**src/include/sas_cfg.svh**
```systemverilog
// register map, field positions, reset values and timing counts of the converter sequencer
`ifndef SAS_CFG_SVH
`define SAS_CFG_SVH

// register indices; the byte address is four times the index
`define SAS_IDX_CTRL_ONE        8'h1C
`define SAS_IDX_TIMING          8'h1D
`define SAS_IDX_STATUS_LOW      8'h1E
`define SAS_IDX_RESULT_UPPER    8'h1F

// control one fields
`define SAS_CTRL_TRIG_BIT       7
`define SAS_CTRL_MODE_HI        6
`define SAS_CTRL_MODE_LO        5
`define SAS_CTRL_GATE_BIT       4
`define SAS_CTRL_CHAN_HI        3
`define SAS_CTRL_CHAN_LO        0

// timing control fields
`define SAS_TIM_LADDER_BIT      5
`define SAS_TIM_FIXED1_BIT      4
`define SAS_TIM_SEL_HI          3
`define SAS_TIM_SEL_LO          1
`define SAS_TIM_FIXED0_BIT      0

// status fields
`define SAS_ST_RES_HI           7
`define SAS_ST_RES_LO           6
`define SAS_ST_DONE_BIT         5
`define SAS_ST_BUSY_BIT         4

// reset values
`define SAS_CTRL_RESET          8'h00
`define SAS_TIMING_RESET        8'h00

// operating modes
`define SAS_MODE_OFF            2'h0
`define SAS_MODE_SOFT           2'h1
`define SAS_MODE_REPEAT         2'h3

// conversion time in main clock cycles per select code
`define SAS_CONV_CYC_0          11'd39
`define SAS_CONV_CYC_2          11'd78
`define SAS_CONV_CYC_3          11'd156
`define SAS_CONV_CYC_4          11'd312
`define SAS_CONV_CYC_5          11'd624
`define SAS_CONV_CYC_6          11'd1248

`endif

```
**src/include/sas_pkg.sv**
```systemverilog
// types shared by the converter sequencer files
package sas_pkg;

    // sequencer states, one-hot
    typedef enum logic [1:0] {
        SAS_IDLE = 2'b01,
        SAS_CONV = 2'b10
    } sas_state_t;

    // avalon-mm request from the master
    typedef struct packed {
        logic [7:0]  address;
        logic        read;
        logic        write;
        logic [31:0] writedata;
    } sas_avm_req_t;

    // lines to the analog converter core
    typedef struct packed {
        logic       sampleStart;
        logic       convActive;
        logic [3:0] channel;
        logic       inputGateOff;
        logic       ladderOn;
    } sas_analog_t;

    // counter state
    typedef struct packed {
        logic [10:0] count;
        logic        running;
        logic        done;
    } sas_cnt_state_t;

    // sequencer state
    typedef struct packed {
        sas_state_t  fsm;
        logic        trig;
        logic [1:0]  mode;
        logic        gateOff;
        logic [3:0]  chan;
        logic        ladderSel;
        logic [2:0]  convSel;
        logic        fixedOne;
        logic        fixedZero;
        logic [7:0]  resUpper;
        logic [1:0]  resLow;
        logic        doneFlag;
        logic        busy;
        logic        irq;
        logic        start;
        logic        ack;
        logic [31:0] rdata;
    } sas_core_t;

endpackage

```
**src/verilog/sas_cycle_counter.sv**
```systemverilog
// down counter that times one conversion and pulses when it runs out
module sas_cycle_counter #(
    parameter int WIDTH = 11
) (
    // clock and reset
    input  wire logic             ref_clk,
    input  wire logic             reset,
    // control
    input  wire logic             load,
    input  wire logic [WIDTH-1:0] loadValue,
    input  wire logic             abort,
    // status
    output logic                  done
);

    ////////////////////////////////////////////////////////////////////////
    // state
    typedef struct packed {
        logic [WIDTH-1:0] count;    // cycles left minus one
        logic             running;  // timing in progress
        logic             done;     // one-cycle expiry pulse
    } sas_cnt_t;

    sas_cnt_t cur_q;
    sas_cnt_t cur_d;

    ////////////////////////////////////////////////////////////////////////
    // next state: load beats abort so a repeat restart is never lost
    always_comb
    begin
        cur_d      = cur_q;
        cur_d.done = 1'b0;
        if (load)
        begin
            // n cycles from load to the done pulse
            cur_d.count   = loadValue - {{(WIDTH-1){1'b0}}, 1'b1};
            cur_d.running = 1'b1;
        end
        else if (abort)
        begin
            cur_d.running = 1'b0;
        end
        else if (cur_q.running)
        begin
            if (cur_q.count == '0)
            begin
                cur_d.running = 1'b0;
                cur_d.done    = 1'b1;
            end
            else
            begin
                cur_d.count = cur_q.count - {{(WIDTH-1){1'b0}}, 1'b1};
            end
        end
    end

    // register
    always_ff @(posedge ref_clk or posedge reset)
    begin
        if (reset)
            cur_q <= '0;
        else
            cur_q <= cur_d;
    end

    assign done = cur_q.done;

endmodule

```
**src/verilog/sas_sequencer.sv**
```systemverilog
// control and status sequencer of the 10-bit successive-approximation converter
//
// Operation
// RQ1: select code sets 39 to 1248 cycles
// RQ2: ladder connected during conversion or always
// RQ3: software writes bit0 zero, bit4 one
// RQ4: timing bits 7:6 read undefined
// RQ5: low power resets timing, blocks writes
// RQ6: software avoids inhibited conversion times
// RQ7: status holds result low, done, busy
// RQ8: upper result read clears done flag
// RQ9: busy follows conversion, clears in standby
// RQ10: software mode trigger starts one conversion
// RQ11: result, done flag, interrupt together
// RQ12: trigger clears itself once conversion starts
// RQ13: software waits for done before retrigger
// RQ14: repeat mode relaunches after each completion
// RQ15: mode off halts, drops partial result
// RQ16: restart clears done, keeps old result
// RQ17: software programs setup before trigger
// RQ18: upper eight and low two bits split
// RQ19: software changes channel only when idle
// RQ20: standby aborts, reinitialises, no resume
// RQ21: interrupt is one-cycle pulse with flag
//
// Decided for this implementation: the Avalon-MM slave port.
`include "sas_cfg.svh"

module sas_sequencer #(
    parameter int CNT_WIDTH = 11
) (
    // clock and reset
    input  wire logic                 ref_clk,
    input  wire logic                 reset,
    // avalon-mm slave
    input  sas_pkg::sas_avm_req_t     avmReq,
    output logic [31:0]               avmReaddata,
    output logic                      avmWaitrequest,
    // power state, high outside the normal operating modes
    input  wire logic                 lowPowerMode,
    // analog core
    input  wire logic [9:0]           sarResult,
    output sas_pkg::sas_analog_t      analogCtl,
    // interrupt
    output logic                      conversionDoneIrq
);

    ////////////////////////////////////////////////////////////////////////
    // declarations
    sas_pkg::sas_core_t     cur_q;        // sequencer state except the timer in u_timer
    sas_pkg::sas_core_t     cur_d;        // its next value
    logic                   cntLoad;      // start timing a conversion
    logic                   cntAbort;     // drop the running timer
    logic                   cntDone;      // conversion time elapsed
    logic [CNT_WIDTH-1:0]   convCycles;   // decoded conversion time
    logic                   accTaken;     // bus access completes this edge
    logic [7:0]             regIdx;       // word index from byte address

    ////////////////////////////////////////////////////////////////////////
    // conversion time decode
    // RQ1 select code decode
    always_comb
    begin
        case (cur_q.convSel)
            3'h0:    convCycles = CNT_WIDTH'(`SAS_CONV_CYC_0);
            3'h2:    convCycles = CNT_WIDTH'(`SAS_CONV_CYC_2);
            3'h3:    convCycles = CNT_WIDTH'(`SAS_CONV_CYC_3);
            3'h4:    convCycles = CNT_WIDTH'(`SAS_CONV_CYC_4);
            3'h5:    convCycles = CNT_WIDTH'(`SAS_CONV_CYC_5);
            3'h6:    convCycles = CNT_WIDTH'(`SAS_CONV_CYC_6);
            // reserved codes fall back to the shortest time
            default: convCycles = CNT_WIDTH'(`SAS_CONV_CYC_0);
        endcase
    end

    ////////////////////////////////////////////////////////////////////////
    // conversion timer
    sas_cycle_counter #(
        .WIDTH     (CNT_WIDTH)
    ) u_timer (
        .ref_clk   (ref_clk),
        .reset     (reset),
        .load      (cntLoad),
        .loadValue (convCycles),
        .abort     (cntAbort),
        .done      (cntDone)
    );

    ////////////////////////////////////////////////////////////////////////
    // bus decode
    // one wait state: the access completes on the second edge
    assign accTaken = (avmReq.read | avmReq.write) & cur_q.ack;
    assign regIdx   = {2'b00, avmReq.address[7:2]};

    ////////////////////////////////////////////////////////////////////////
    // next state
    always_comb
    begin
        cur_d       = cur_q;
        cur_d.irq   = 1'b0;
        cur_d.start = 1'b0;
        cntLoad     = 1'b0;
        cntAbort    = 1'b0;

        // ack toggles so every request sees exactly one wait cycle
        cur_d.ack = (avmReq.read | avmReq.write) & ~cur_q.ack;

        // read data latched in the wait cycle, stable when waitrequest drops
        if (avmReq.read & ~cur_q.ack)
        begin
            case (regIdx)
                `SAS_IDX_CTRL_ONE:
                begin
                    cur_d.rdata = {24'h000000, cur_q.trig, cur_q.mode,
                                   cur_q.gateOff, cur_q.chan};
                end
                `SAS_IDX_TIMING:
                begin
                    // RQ4 upper two bits undefined
                    cur_d.rdata = {24'h000000, 2'b00, cur_q.ladderSel,
                                   cur_q.fixedOne, cur_q.convSel,
                                   cur_q.fixedZero};
                end
                `SAS_IDX_STATUS_LOW:
                begin
                    // RQ7 status layout, low nibble reads zero
                    cur_d.rdata = {24'h000000, cur_q.resLow, cur_q.doneFlag,
                                   cur_q.busy, 4'h0};
                end
                `SAS_IDX_RESULT_UPPER:
                begin
                    cur_d.rdata = {24'h000000, cur_q.resUpper};
                end
                // unmapped addresses read zero
                default:
                begin
                    cur_d.rdata = 32'h00000000;
                end
            endcase
        end

        // RQ8 upper result read clears flag
        if (accTaken & avmReq.read & (regIdx == `SAS_IDX_RESULT_UPPER))
        begin
            cur_d.doneFlag = 1'b0;
        end

        // register writes, blocked while in a low power state
        // RQ5 writes ignored in standby
        if (accTaken & avmReq.write & ~lowPowerMode)
        begin
            case (regIdx)
                `SAS_IDX_CTRL_ONE:
                begin
                    cur_d.mode    = avmReq.writedata[`SAS_CTRL_MODE_HI:`SAS_CTRL_MODE_LO];
                    cur_d.gateOff = avmReq.writedata[`SAS_CTRL_GATE_BIT];
                    cur_d.chan    = avmReq.writedata[`SAS_CTRL_CHAN_HI:`SAS_CTRL_CHAN_LO];
                    // a trigger only sticks in a mode that can convert
                    cur_d.trig    = avmReq.writedata[`SAS_CTRL_TRIG_BIT] &
                        ((cur_d.mode == `SAS_MODE_SOFT) |
                         (cur_d.mode == `SAS_MODE_REPEAT));
                end
                `SAS_IDX_TIMING:
                begin
                    cur_d.ladderSel = avmReq.writedata[`SAS_TIM_LADDER_BIT];
                    cur_d.fixedOne  = avmReq.writedata[`SAS_TIM_FIXED1_BIT];
                    cur_d.convSel   = avmReq.writedata[`SAS_TIM_SEL_HI:`SAS_TIM_SEL_LO];
                    cur_d.fixedZero = avmReq.writedata[`SAS_TIM_FIXED0_BIT];
                end
                // read-only and unmapped writes are dropped
                default:
                begin
                end
            endcase
        end

        // sequencer
        case (cur_q.fsm)
            sas_pkg::SAS_IDLE:
            begin
                // RQ10 software trigger starts conversion
                if (cur_q.trig & ((cur_q.mode == `SAS_MODE_SOFT) |
                                  (cur_q.mode == `SAS_MODE_REPEAT)))
                begin
                    cntLoad     = 1'b1;
                    cur_d.fsm   = sas_pkg::SAS_CONV;
                    cur_d.busy  = 1'b1;
                    cur_d.start = 1'b1;
                    // RQ12 trigger self clears
                    cur_d.trig  = 1'b0;
                    // RQ16 restart clears flag only
                    cur_d.doneFlag = 1'b0;
                end
            end
            sas_pkg::SAS_CONV:
            begin
                // RQ15 mode off halts at once
                if (cur_q.mode == `SAS_MODE_OFF)
                begin
                    cntAbort   = 1'b1;
                    cur_d.fsm  = sas_pkg::SAS_IDLE;
                    cur_d.busy = 1'b0;
                end
                else if (cntDone)
                begin
                    // RQ11 result, flag, interrupt together
                    // RQ18 split ten-bit result
                    cur_d.resUpper = sarResult[9:2];
                    cur_d.resLow   = sarResult[1:0];
                    // flag set wins over a same-cycle upper read
                    cur_d.doneFlag = 1'b1;
                    // RQ21 single-cycle interrupt pulse
                    cur_d.irq      = 1'b1;
                    // RQ14 repeat relaunches next conversion
                    if (cur_q.mode == `SAS_MODE_REPEAT)
                    begin
                        cntLoad     = 1'b1;
                        cur_d.start = 1'b1;
                    end
                    else
                    begin
                        // RQ9 busy drops at completion
                        cur_d.fsm  = sas_pkg::SAS_IDLE;
                        cur_d.busy = 1'b0;
                    end
                end
            end
            default:
            begin
                cur_d.fsm  = sas_pkg::SAS_IDLE;
                cur_d.busy = 1'b0;
            end
        endcase

        // low power overrides everything else except the bus handshake and read data
        // RQ20 standby aborts and reinitialises
        if (lowPowerMode)
        begin
            cntAbort        = 1'b1;
            cntLoad         = 1'b0;
            cur_d.fsm       = sas_pkg::SAS_IDLE;
            // RQ9 busy clears in standby
            cur_d.busy      = 1'b0;
            cur_d.start     = 1'b0;
            cur_d.irq       = 1'b0;
            cur_d.doneFlag  = 1'b0;
            cur_d.resUpper  = 8'h00;
            cur_d.resLow    = 2'b00;
            cur_d.trig      = 1'(`SAS_CTRL_RESET >> `SAS_CTRL_TRIG_BIT);
            cur_d.mode      = 2'(`SAS_CTRL_RESET >> `SAS_CTRL_MODE_LO);
            cur_d.gateOff   = 1'(`SAS_CTRL_RESET >> `SAS_CTRL_GATE_BIT);
            cur_d.chan      = 4'(`SAS_CTRL_RESET);
            // RQ5 timing register back to reset
            cur_d.ladderSel = 1'(`SAS_TIMING_RESET >> `SAS_TIM_LADDER_BIT);
            cur_d.fixedOne  = 1'(`SAS_TIMING_RESET >> `SAS_TIM_FIXED1_BIT);
            cur_d.convSel   = 3'(`SAS_TIMING_RESET >> `SAS_TIM_SEL_LO);
            cur_d.fixedZero = 1'(`SAS_TIMING_RESET);
        end
    end

    ////////////////////////////////////////////////////////////////////////
    // state register
    always_ff @(posedge ref_clk or posedge reset)
    begin
        if (reset)
        begin
            cur_q           <= '0;
            cur_q.fsm       <= sas_pkg::SAS_IDLE;
            cur_q.trig      <= 1'(`SAS_CTRL_RESET >> `SAS_CTRL_TRIG_BIT);
            cur_q.mode      <= 2'(`SAS_CTRL_RESET >> `SAS_CTRL_MODE_LO);
            cur_q.gateOff   <= 1'(`SAS_CTRL_RESET >> `SAS_CTRL_GATE_BIT);
            cur_q.chan      <= 4'(`SAS_CTRL_RESET);
            cur_q.ladderSel <= 1'(`SAS_TIMING_RESET >> `SAS_TIM_LADDER_BIT);
            cur_q.fixedOne  <= 1'(`SAS_TIMING_RESET >> `SAS_TIM_FIXED1_BIT);
            cur_q.convSel   <= 3'(`SAS_TIMING_RESET >> `SAS_TIM_SEL_LO);
            cur_q.fixedZero <= 1'(`SAS_TIMING_RESET);
        end
        else
        begin
            cur_q <= cur_d;
        end
    end

    ////////////////////////////////////////////////////////////////////////
    // outputs
    assign avmReaddata    = cur_q.rdata;
    // waitrequest is combinational so a new request stalls at once
    assign avmWaitrequest = (avmReq.read | avmReq.write) & ~cur_q.ack;

    // RQ21 interrupt straight from its flop
    assign conversionDoneIrq = cur_q.irq;

    // analog control lines
    assign analogCtl.sampleStart  = cur_q.start;
    assign analogCtl.convActive   = cur_q.busy;
    assign analogCtl.channel      = cur_q.chan;
    assign analogCtl.inputGateOff = cur_q.gateOff;
    // RQ2 ladder only while busy unless held on
    assign analogCtl.ladderOn     = cur_q.ladderSel | cur_q.busy;

endmodule

```
**config.mk**
```make
export PLATFORM = sky130hd
export DESIGN_NAME = sas_sequencer
export DESIGN_NICKNAME = d
export VERILOG_FILES = /design/src/include/sas_pkg.sv /design/src/verilog/sas_cycle_counter.sv /design/src/verilog/sas_sequencer.sv
export VERILOG_INCLUDE_DIRS = /design/src /design/src/include
export SDC_FILE = /design/constraint.sdc
export NUM_CORES = 1
export LEC_CHECK = 0
export ABC_AREA = 1
export ABC_CLOCK_PERIOD_IN_PS = 2600
export BUFFER_PORTS_ARGS = -buffer_cell sky130_fd_sc_hd__buf_2
export CAP_MARGIN = 10
export CORE_MARGIN = 10
export CORE_UTILIZATION = 55
export CTS_BUF_LIST = sky130_fd_sc_hd__clkbuf_16
export CTS_CLUSTER_SIZE = 28
export DETAILED_ROUTE_END_ITERATION = 10
export PLACE_DENSITY = 0.85
export SYNTH_ARGS = -nofsm -noshare
export SYNTH_HDL_FRONTEND = slang
export SYNTH_SLANG_ARGS = --single-unit
```
**constraint.sdc**
```tcl
create_clock -name ref_clk -period 2.6 [get_ports ref_clk]
set_input_delay 0.26 -clock ref_clk [delete_from_list [all_inputs] [get_ports ref_clk]]
set_output_delay 0.26 -clock ref_clk [all_outputs]
set_load 0.005 [all_outputs]
```
# Word level (Yosys, flattened, before mapping)
# Cells that the tools add are included.
dict set report totals {
  register_bits 76
  inputBits 55
  output_inout_bits 42
}
dict set report op_classes {
  n_addsub 2
  n_eq_ne 21
  n_mux 41
  n_bitwise 15
  reduce_logical 13
}
# op n
set ops {}
lappend ops {{$pmux 11 s5} 1}
lappend ops {{$mux 11} 3}
lappend ops {{$pmux 8 s4} 1}
lappend ops {{$mux 30} 1}
lappend ops {{$mux 14} 2}
lappend ops {{$eq 6x5->1 const B} 4}
lappend ops {{$sub 11x1->11 const B} 2}
lappend ops {{$mux 1} 16}
lappend ops {{$mux 13} 1}
lappend ops {{$mux 12} 1}
lappend ops {{$mux 2} 6}
lappend ops {{$reduce_bool 2->1} 6}
lappend ops {{$logic_not 11->1} 1}
lappend ops {{$mux 10} 1}
lappend ops {{$and 1x1->1} 9}
lappend ops {{$eq 3x3->1 const B} 3}
lappend ops {{$reduce_and 3->1} 3}
lappend ops {{$mux 8} 1}
lappend ops {{$pmux 1 s2} 4}
lappend ops {{$eq 2x1->1 const B} 3}
lappend ops {{$eq 2x2->1 const B} 3}
lappend ops {{$eq 3x2->1 const B} 2}
lappend ops {{$mux 6} 1}
lappend ops {{$ne 2x2->1 const B} 3}
lappend ops {{9 further kinds} 14}

# Depth between registers and ports, before layout
# Gate-level depths: netlist (run 1).
dict set report depth {
  ltp_word 9
  ltp_mapped 11
}

# Cells and area by module
# Synthesis (run 1) repeated with hierarchy kept, for this count alone.
dict set report unflattened {
  hier_cells 488
  hier_area_um2 3450.8
}
# mod instances cells_each area_per_inst_um2 seq_area_each_um2
set by_module_without_submodules {}
lappend by_module_without_submodules {sas_sequencer 1 304 2328.5 952.2}
lappend by_module_without_submodules {sas_cycle_counter 1 184 1122.3 325.3}

# Worst setup path after synthesis (run 1)
# Ideal clock, no wire load.
dict set report synth_timing {
  path_kind {flip-flop to flip-flop}
  startpoint {register cur_q[61] (netlist name)}
  endpoint {register u_timer.cur_q[9] (netlist name)}
  t_arrival_ns 1.468
  required_ns 2.484
  slack_ns 1.015
  stages_incl_launch_ff 10
  n_path_buf 1
  synth_period_minus_slack_ns 1.585
  cell_sequence {dfstp_2 > inv_1 > ha_1 > inv_1 > nand3_4 > buf_4 > nand3_1 > nand2_1 > nand2_1 > nand2_1}
}
dict set report synth_via {
  elab_chain_len 5
  word_cells_on_any_way 11
  cone_classes {eq/ne: 4; mux: 5; reduce/logical: 2}
}
# item line_no
set synth_lines {}
lappend synth_lines {{start: declaration} sas_sequencer.sv:50} ;# sas_pkg::sas_core_t cur_q;
lappend synth_lines {{start signal: assignment} sas_sequencer.sv:280} ;# cur_q <= cur_d;
lappend synth_lines {{$eq 2x2->1 or $eq 2x1->1 (tied branches)} sas_sequencer.sv:178} ;# case (cur_q.fsm)
lappend synth_lines {{$pmux 1 s2 or $mux 1 (tied branches)} sas_sequencer.sv:178}
lappend synth_lines {{$mux 1} sas_sequencer.sv:237} ;# if (lowPowerMode)
lappend synth_lines {{$ne 2x2->1 (no line) or $reduce_bool 2->1 (tied branches)} --}
lappend synth_lines {{$reduce_and 3->1 (no line)} --}
lappend synth_lines {{end signal: assignment} sas_cycle_counter.sv:63} ;# cur_q <= cur_d;
lappend synth_lines {{end: declaration} sas_cycle_counter.sv:24} ;# sas_cnt_t cur_q;
# Several ways; a longest one is shown, not always the timed one.
# A chain may end at the register's enable or synchronous reset.

# Worst setup path in the final report (run 1)
dict set report layout_timing {
  startpoint {register cur_q[61] (netlist name)}
  endpoint {register u_timer.cur_q[4] (netlist name)}
}
# The elaborated chain is that of the path after synthesis.

==> results of run 1 <==
## stage by stage
| stage | total power [mW] | cell area (um2) | setup slack (ns) |
|---|---|---|---|
| 2_1_floorplan | 0.945 | 3160 | 1.02 |
| 3_3_place_gp | 0.965 | 3160 | 0.692 |
| 3_5_place_dp | 0.972 | 3160 | 0.634 |
| 4_1_cts | 1.61 | 3300 | 0.632 |
| 5_1_grt | 1.67 | 3300 | 0.422 |
| 6_report | 1.60 | 3300 | 0.631 |
## worst register-to-register path, cell delays in order (launching register included)
cell and delay [ns]:
dfstp_2 0.53, inv_1 0.05, ha_1 0.30, inv_1 0.16, nand3_4 0.21, nand2_2 0.31
inv_1 0.16, nand2_1 0.08, nand2_1 0.05
## routing by layer
layer / part of all wire / vias up / wire (um) / global-route usage
met5: 0 / - / 0 / 0
met4: 0.013 / 0 / 93 / 0.0461
met3: 0.091 / 10 / 648 / 0.0404
met2: 0.47 / 124 / 3370 / 0.268
met1: 0.42 / 1290 / 3030 / 0.208
li1: - / 1338 / - / -
## final timing paths
path / to / slack, ns / cells after the start / from
max: u_timer.cur_q[4] / 0.63 / 8 / cur_q[61]
min: u_timer.cur_q[3] / 0.01 / 2 / reset
max reg2reg: u_timer.cur_q[4] / 0.63 / 8 / cur_q[61]
min reg2reg: avmReaddata[3] / 0.47 / 2 / avmReaddata[3]
max in group asynchronous: cur_q[61] / 1.93 / 3 / reset
min in group ref_clk: cur_q[39] / 0.16 / 3 / sarResult[2]
## cells by family after synthesis
group           after synthesis  synth area share
simple gates                236             0.324
buf+inv                      88             0.162
flops                        52             0.424
compound gates               36            0.0683
xor+xnor                      3           0.00855
fa+ha+maj                     3            0.0122
other cells                   1           0.00122
## power by group through the flow
stage                     registers (mW)  logic, mW  clock network, mW
after floorplan                    0.840      0.105                  0
after global placement             0.840      0.125                  0
after detailed placement           0.841      0.131                  0
after CTS                          0.825      0.131              0.654
after global routing               0.826      0.154              0.690
final                              0.825      0.132              0.648
## area by class of cell
cell class	count	area, um2
well taps	72	90.1
inverters	38	143
flip-flops and latches	52	1300
clock buffers	5	125
clock inverters	3	20.0
fillers	513	2170
multi-input cells	302	1360
repair buffers	50	260
## cells in the final DEF (no fill, tap or decap), drive strengths merged, types with 3 or more instances in the layout
master,count
nor3,4
ha,3
nand4,5
o211ai,4
clkbuf,5
a21oi,7
buf,50
inv,38
nor2,30
nand3,58
conb,24
nand2,139
dfrtp,51
o21ai,18
o31ai,6
## registers in the layout (all words and copies together) (netlist names)
register,cells
conversionDoneIrq,1
analogCtl,7
u_timer.done,1
cur_q,23
avmReaddata,8
u_timer.cur_q,12
==> results.yml, run 1 <==
yosys:
  syn_avg_cell_area_um2: 7.34
  synthTopCellsByArea: "dfrtp_1 (41%), nand2_1 (17%), buf_4 (9.8%)"
  synth_top_area_frac: 0.415
  synthCells: 419
  synth.most_common_cell: "nand2_1"
  ys_seq_area_frac: 0.424
  syn-cell-area_mm2: 0.00308
  synthArstFlopShare: 1.00
  synth_cell_types: 28
  synth_seq_cells: 52
  yosysWarnings: 0
  yosys-top-cells-count: "nand2_1 (138), nand3_1 (56), dfrtp_1 (51), buf_4 (40), inv_1 (35)"
  synth_ff_type: "dfrtp_1"
  synth_top_area_cell: "dfrtp_1"
  synth_edf_count: 0
grt:
  antenna_found_initial: 0
  overflow: 0
  grt_max_degree: 28
  grtUsageTotal: 0.163
  grt_pass1_vias: 2560
  grt_pass1_wl_um: 12000
power:
  vdd_drop_max_mv: 0.263
  pwr-share-comb: 0.082
  sw_frac_of_total: 0.244
  p_int_mw: 1.21
  power_density_mw_per_mm2: 486
  p_seq_frac: 0.514
  pwr-share-clk: 0.404
  p_leak_nw: 1.83
  switching_power_mw: 0.391
worst_setup_path:
  path_cells: "inv_1 -> ha_1 -> inv_1 -> nand3_4 -> nand2_2 -> inv_1 -> nand2_1 -> nand2_1"
  crit_path_top_delay_cell: "dfstp_2"
  cp_top_family: "simple AND/OR/NAND/NOR gates"
  cp-start-kind: "flop"
  critPathBufInv: 3
  timing.critical_path.mode_cell: "inv_1"
  crit_path_max_fanout: 16
  end_kind: "flop"
  crit_arrival_ns: 2.15
  crit_type: "reg2reg"
  critPathRequiredTime_ns: 2.78
  cp_slowest_stage_delay_ns: 0.53
sta:
  layout_min_cycle_time_ns: 1.97
  fin_hold_ws_ns: 0.00978
  period_share: 0.757
  finalHoldViolations: 0
  timing.fmax_ghz: 0.508
  maxSlewHeadroom: 0.512
  setup_tns_ns: 0
  report.final.slew_viol_count: 0
  setup_viol: 0
  grt_setup_unrepaired: "no"
  tightest_slew_ns: 0.729
  skew_ns: 0.0104
final_layout:
  area_delta_synth_final_pct: 7.32
  nNetsFinal: 507
  antennaDiodeCount: 0
  finalNonFillerCells: 522
  final_util: 0.603
  drive_gt1_frac: 0.144
clock_tree:
  tritoncts: "done"
  clock-sinks: 52
  cts_root_buffer: "clkbuf_16"
  htree_levels: 2
  cts_made_buffers: 5
  cts_buffer_depth: 2
  cts.repair.resized: 0
  ctsHoldBuffers: 0
  clock_latency_ns: 0.29
  post_cts_buffers: 0
  path_clk_slew_ns: 0.07
floorplanning:
  start_util: 0.562
  io_pins: 97
  die_x_um: 94.8
  die_area_mm2: 0.00898
  fp.dieH_um: 94.8
  num_rows: 27
  core-area_mm2: 0.00547
placement:
  io_buffers: 46
  place.gp.congestion: 0.924
  placed_cells: 514
  dpl.hpwl_um: 5490
detailed_routing:
  dr.pass1.iters: 5
  wirelength_um: 7140
  vias: 2762
  drc: 0
  ant_nets: 0
  first_iter_violations: 191
  drt-vias-per-instance: 5.29
  wl_per_cell_um: 13.7
outcome:
  status: "finished clean"
run:
  maxCapViolCount: 0
hold_path:
  hold_path.class: "in2async"
Note: power is estimated with default switching activity, not from simulation.
==> run 2, diff against run 1 <==
Settings changed: ABC_CLOCK_PERIOD_IN_PS 2600 to 1700, CORE_UTILIZATION 55 to 46, PLACE_DENSITY 0.85 to 0.76.
Clock period 2.6 ns to 1.7 ns, I/O delays scaled along.
==> run 2 against run 1 <==
Count of clock-buffer cells in the layout unchanged. Global-route usage down 1.1 points. Sequential share of layout area down 2.7 points. Cell area up 7.4%. First-iteration DRC count up 3.1%. Utilization down 5.1 points. Flip-flop and latch count unchanged. Hold slack better by 0.059 ns. Clock skew down 0.0042 ns. Highest routed layer unchanged. Combinational power up 93%. Sequential power up 53%.
==> results.yml, run 2 (synthesis results as in run 1) <==
outcome:
  status: "finished clean"
worst_setup_path:
  cp-start-kind: "flop"
  end_kind: "flop"
  cp_slowest_stage_delay_ns: 0.53
  crit_start: "cur_q[61]"
  r2r-start: "cur_q[61]"
  path_cells: "inv_1 -> ha_4 -> nand2_2 -> o21ai_4 -> nand3_4 -> nand2_4 -> buf_4 -> nand2_1 -> nand3_1"
  crit_arrival_ns: 1.79
  crit_path_max_fanout: 7
  critPathRequiredTime_ns: 1.88
  crit_type: "reg2reg"
  crit_path_top_delay_cell: "dfstp_2"
grt:
  overflow: 0
  grt_pass1_wl_um: 12800
  grt_pass1_vias: 2744
  grtUsageTotal: 0.152
  grt_max_degree: 31
  antenna_found_initial: 0
floorplanning:
  die_x_um: 102
  start_util: 0.479
  fp.dieH_um: 102
  io_pins: 97
  die_area_mm2: 0.0104
  num_rows: 29
  core-area_mm2: 0.00642
power:
  vdd_drop_max_mv: 0.493
  p_leak_nw: 1.95
  power_density_mw_per_mm2: 729
  p_total_mw: 2.58
sta:
  grt_setup_unrepaired: "yes"
  skew_ns: 0.00628
  report.final.slew_viol_count: 0
  layout_min_cycle_time_ns: 1.61
  maxSlewHeadroom: 0.640
  fin_hold_ws_ns: 0.0684
  tightest_slew_ns: 0.539
  timing.fmax_ghz: 0.622
  setup_viol: 0
  finalHoldViolations: 0
  period_share: 0.945
final_layout:
  largest-register: "cur_q"
  nFillCells: 618
  mostFrequentLayoutCell: "nand2_1"
  finalNonFillerCells: 549
  final_util: 0.552
  multi_input_area_mm2: 0.00140
  mostFrequentLayoutCells: "nand2_1 (137), nand3_1 (55), dfrtp_1 (51)"
  largest_reg_flops: 23
  regArea_mm2: 0.00130
  postLayoutCellArea_mm2: 0.00354
  drive_gt1_frac: 0.197
  area_delta_synth_final_pct: 15.2
  antennaDiodeCount: 0
  nNetsFinal: 529
hold_path:
  hold_start: "sarResult[5]"
  hold_path.class: "in2reg"
clock_tree:
  cts_made_buffers: 5
  tritoncts: "done"
  path_clk_slew_ns: 0.08
  cts_root_buffer: "clkbuf_16"
  clock-sinks: 52
  htree_levels: 2
  cts_buffer_depth: 2
  clock_latency_ns: 0.29
placement:
  dpl.hpwl_um: 5920
  postPlaceCellArea_mm2: 0.00332
  placed_cells: 539
  place.gp.congestion: 0.876
  io_buffers: 46
detailed_routing:
  drc: 0
  drt-vias-per-instance: 5.14
  ant_nets: 0
  first_iter_violations: 197
  vias: 2822
  dr.pass1.iters: 5
  wirelength_um: 7920
  wl_per_cell_um: 14.4
run:
  maxCapViolCount: 0
-- run 2: cell type report --
class / instances / area share
clock buffers: 5 / 0.0353
clock inverters: 3 / 0.00777
inverters: 38 / 0.0410
multi-input cells: 302 / 0.395
flip-flops and latches: 52 / 0.368
well taps: 77 / 0.0272
repair buffers: 72 / 0.126
-- run 2: power breakdown --
part	internal [mW]	total, mW	switching [mW]	leakage [nW]
logic	0.0916	0.255	0.164	1.16
clock network	0.560	1.07	0.506	0.0719
registers	1.25	1.26	0.00917	0.716
-- run 2: final timing paths --
kind	to	slack [ns]	cells past startpoint
min	cur_q[42]	0.07	3
min reg2reg	avmReaddata[5]	0.48	2
max in group asynchronous	cur_q[32]	0.70	4
min in group asynchronous	u_timer.done	0.47	3
max	u_timer.cur_q[10]	0.09	9
max reg2reg	u_timer.cur_q[10]	0.09	9
-- run 2: stage by stage --
step	setup WS, ns	TNS (ns)
global route	-0.00468	-0.00483
floorplan	0.115	0
finish	0.0934	0
global placement	-0.00675	-0.00675
detailed placement	-0.0838	-0.517
CTS	0.00276	0
-- run 2: what timing repair did --
| action | in CTS | in global routing |
|---|---|---|
| hold buffers | 1 | 0 |
| buffers inserted | 0 | 1 |
| setup endpoints to repair | 18 | 22 |
| endpoints found under the hold margin | 21 | 0 |
| resized for setup | 2 | 10 |
| pin swaps | 0 | 2 |
-- run 2: critical path, delay by kind of cell (launching register included) --
kind | cells | cell delay (ns)
flops | 1 | 0.53
simple gates | 5 | 0.45
buf+inv | 2 | 0.25
fa+ha+maj | 1 | 0.19
compound gates | 1 | 0.07
-- run 2: per-layer routing --
layer  GRT usage  up-vias  part of all wire
li1            -     1385                 -
met1       0.203     1330              0.45
met2       0.247      101              0.46
met3      0.0272        6             0.077
met4      0.0374        0            0.0092
met5           0        -                 0
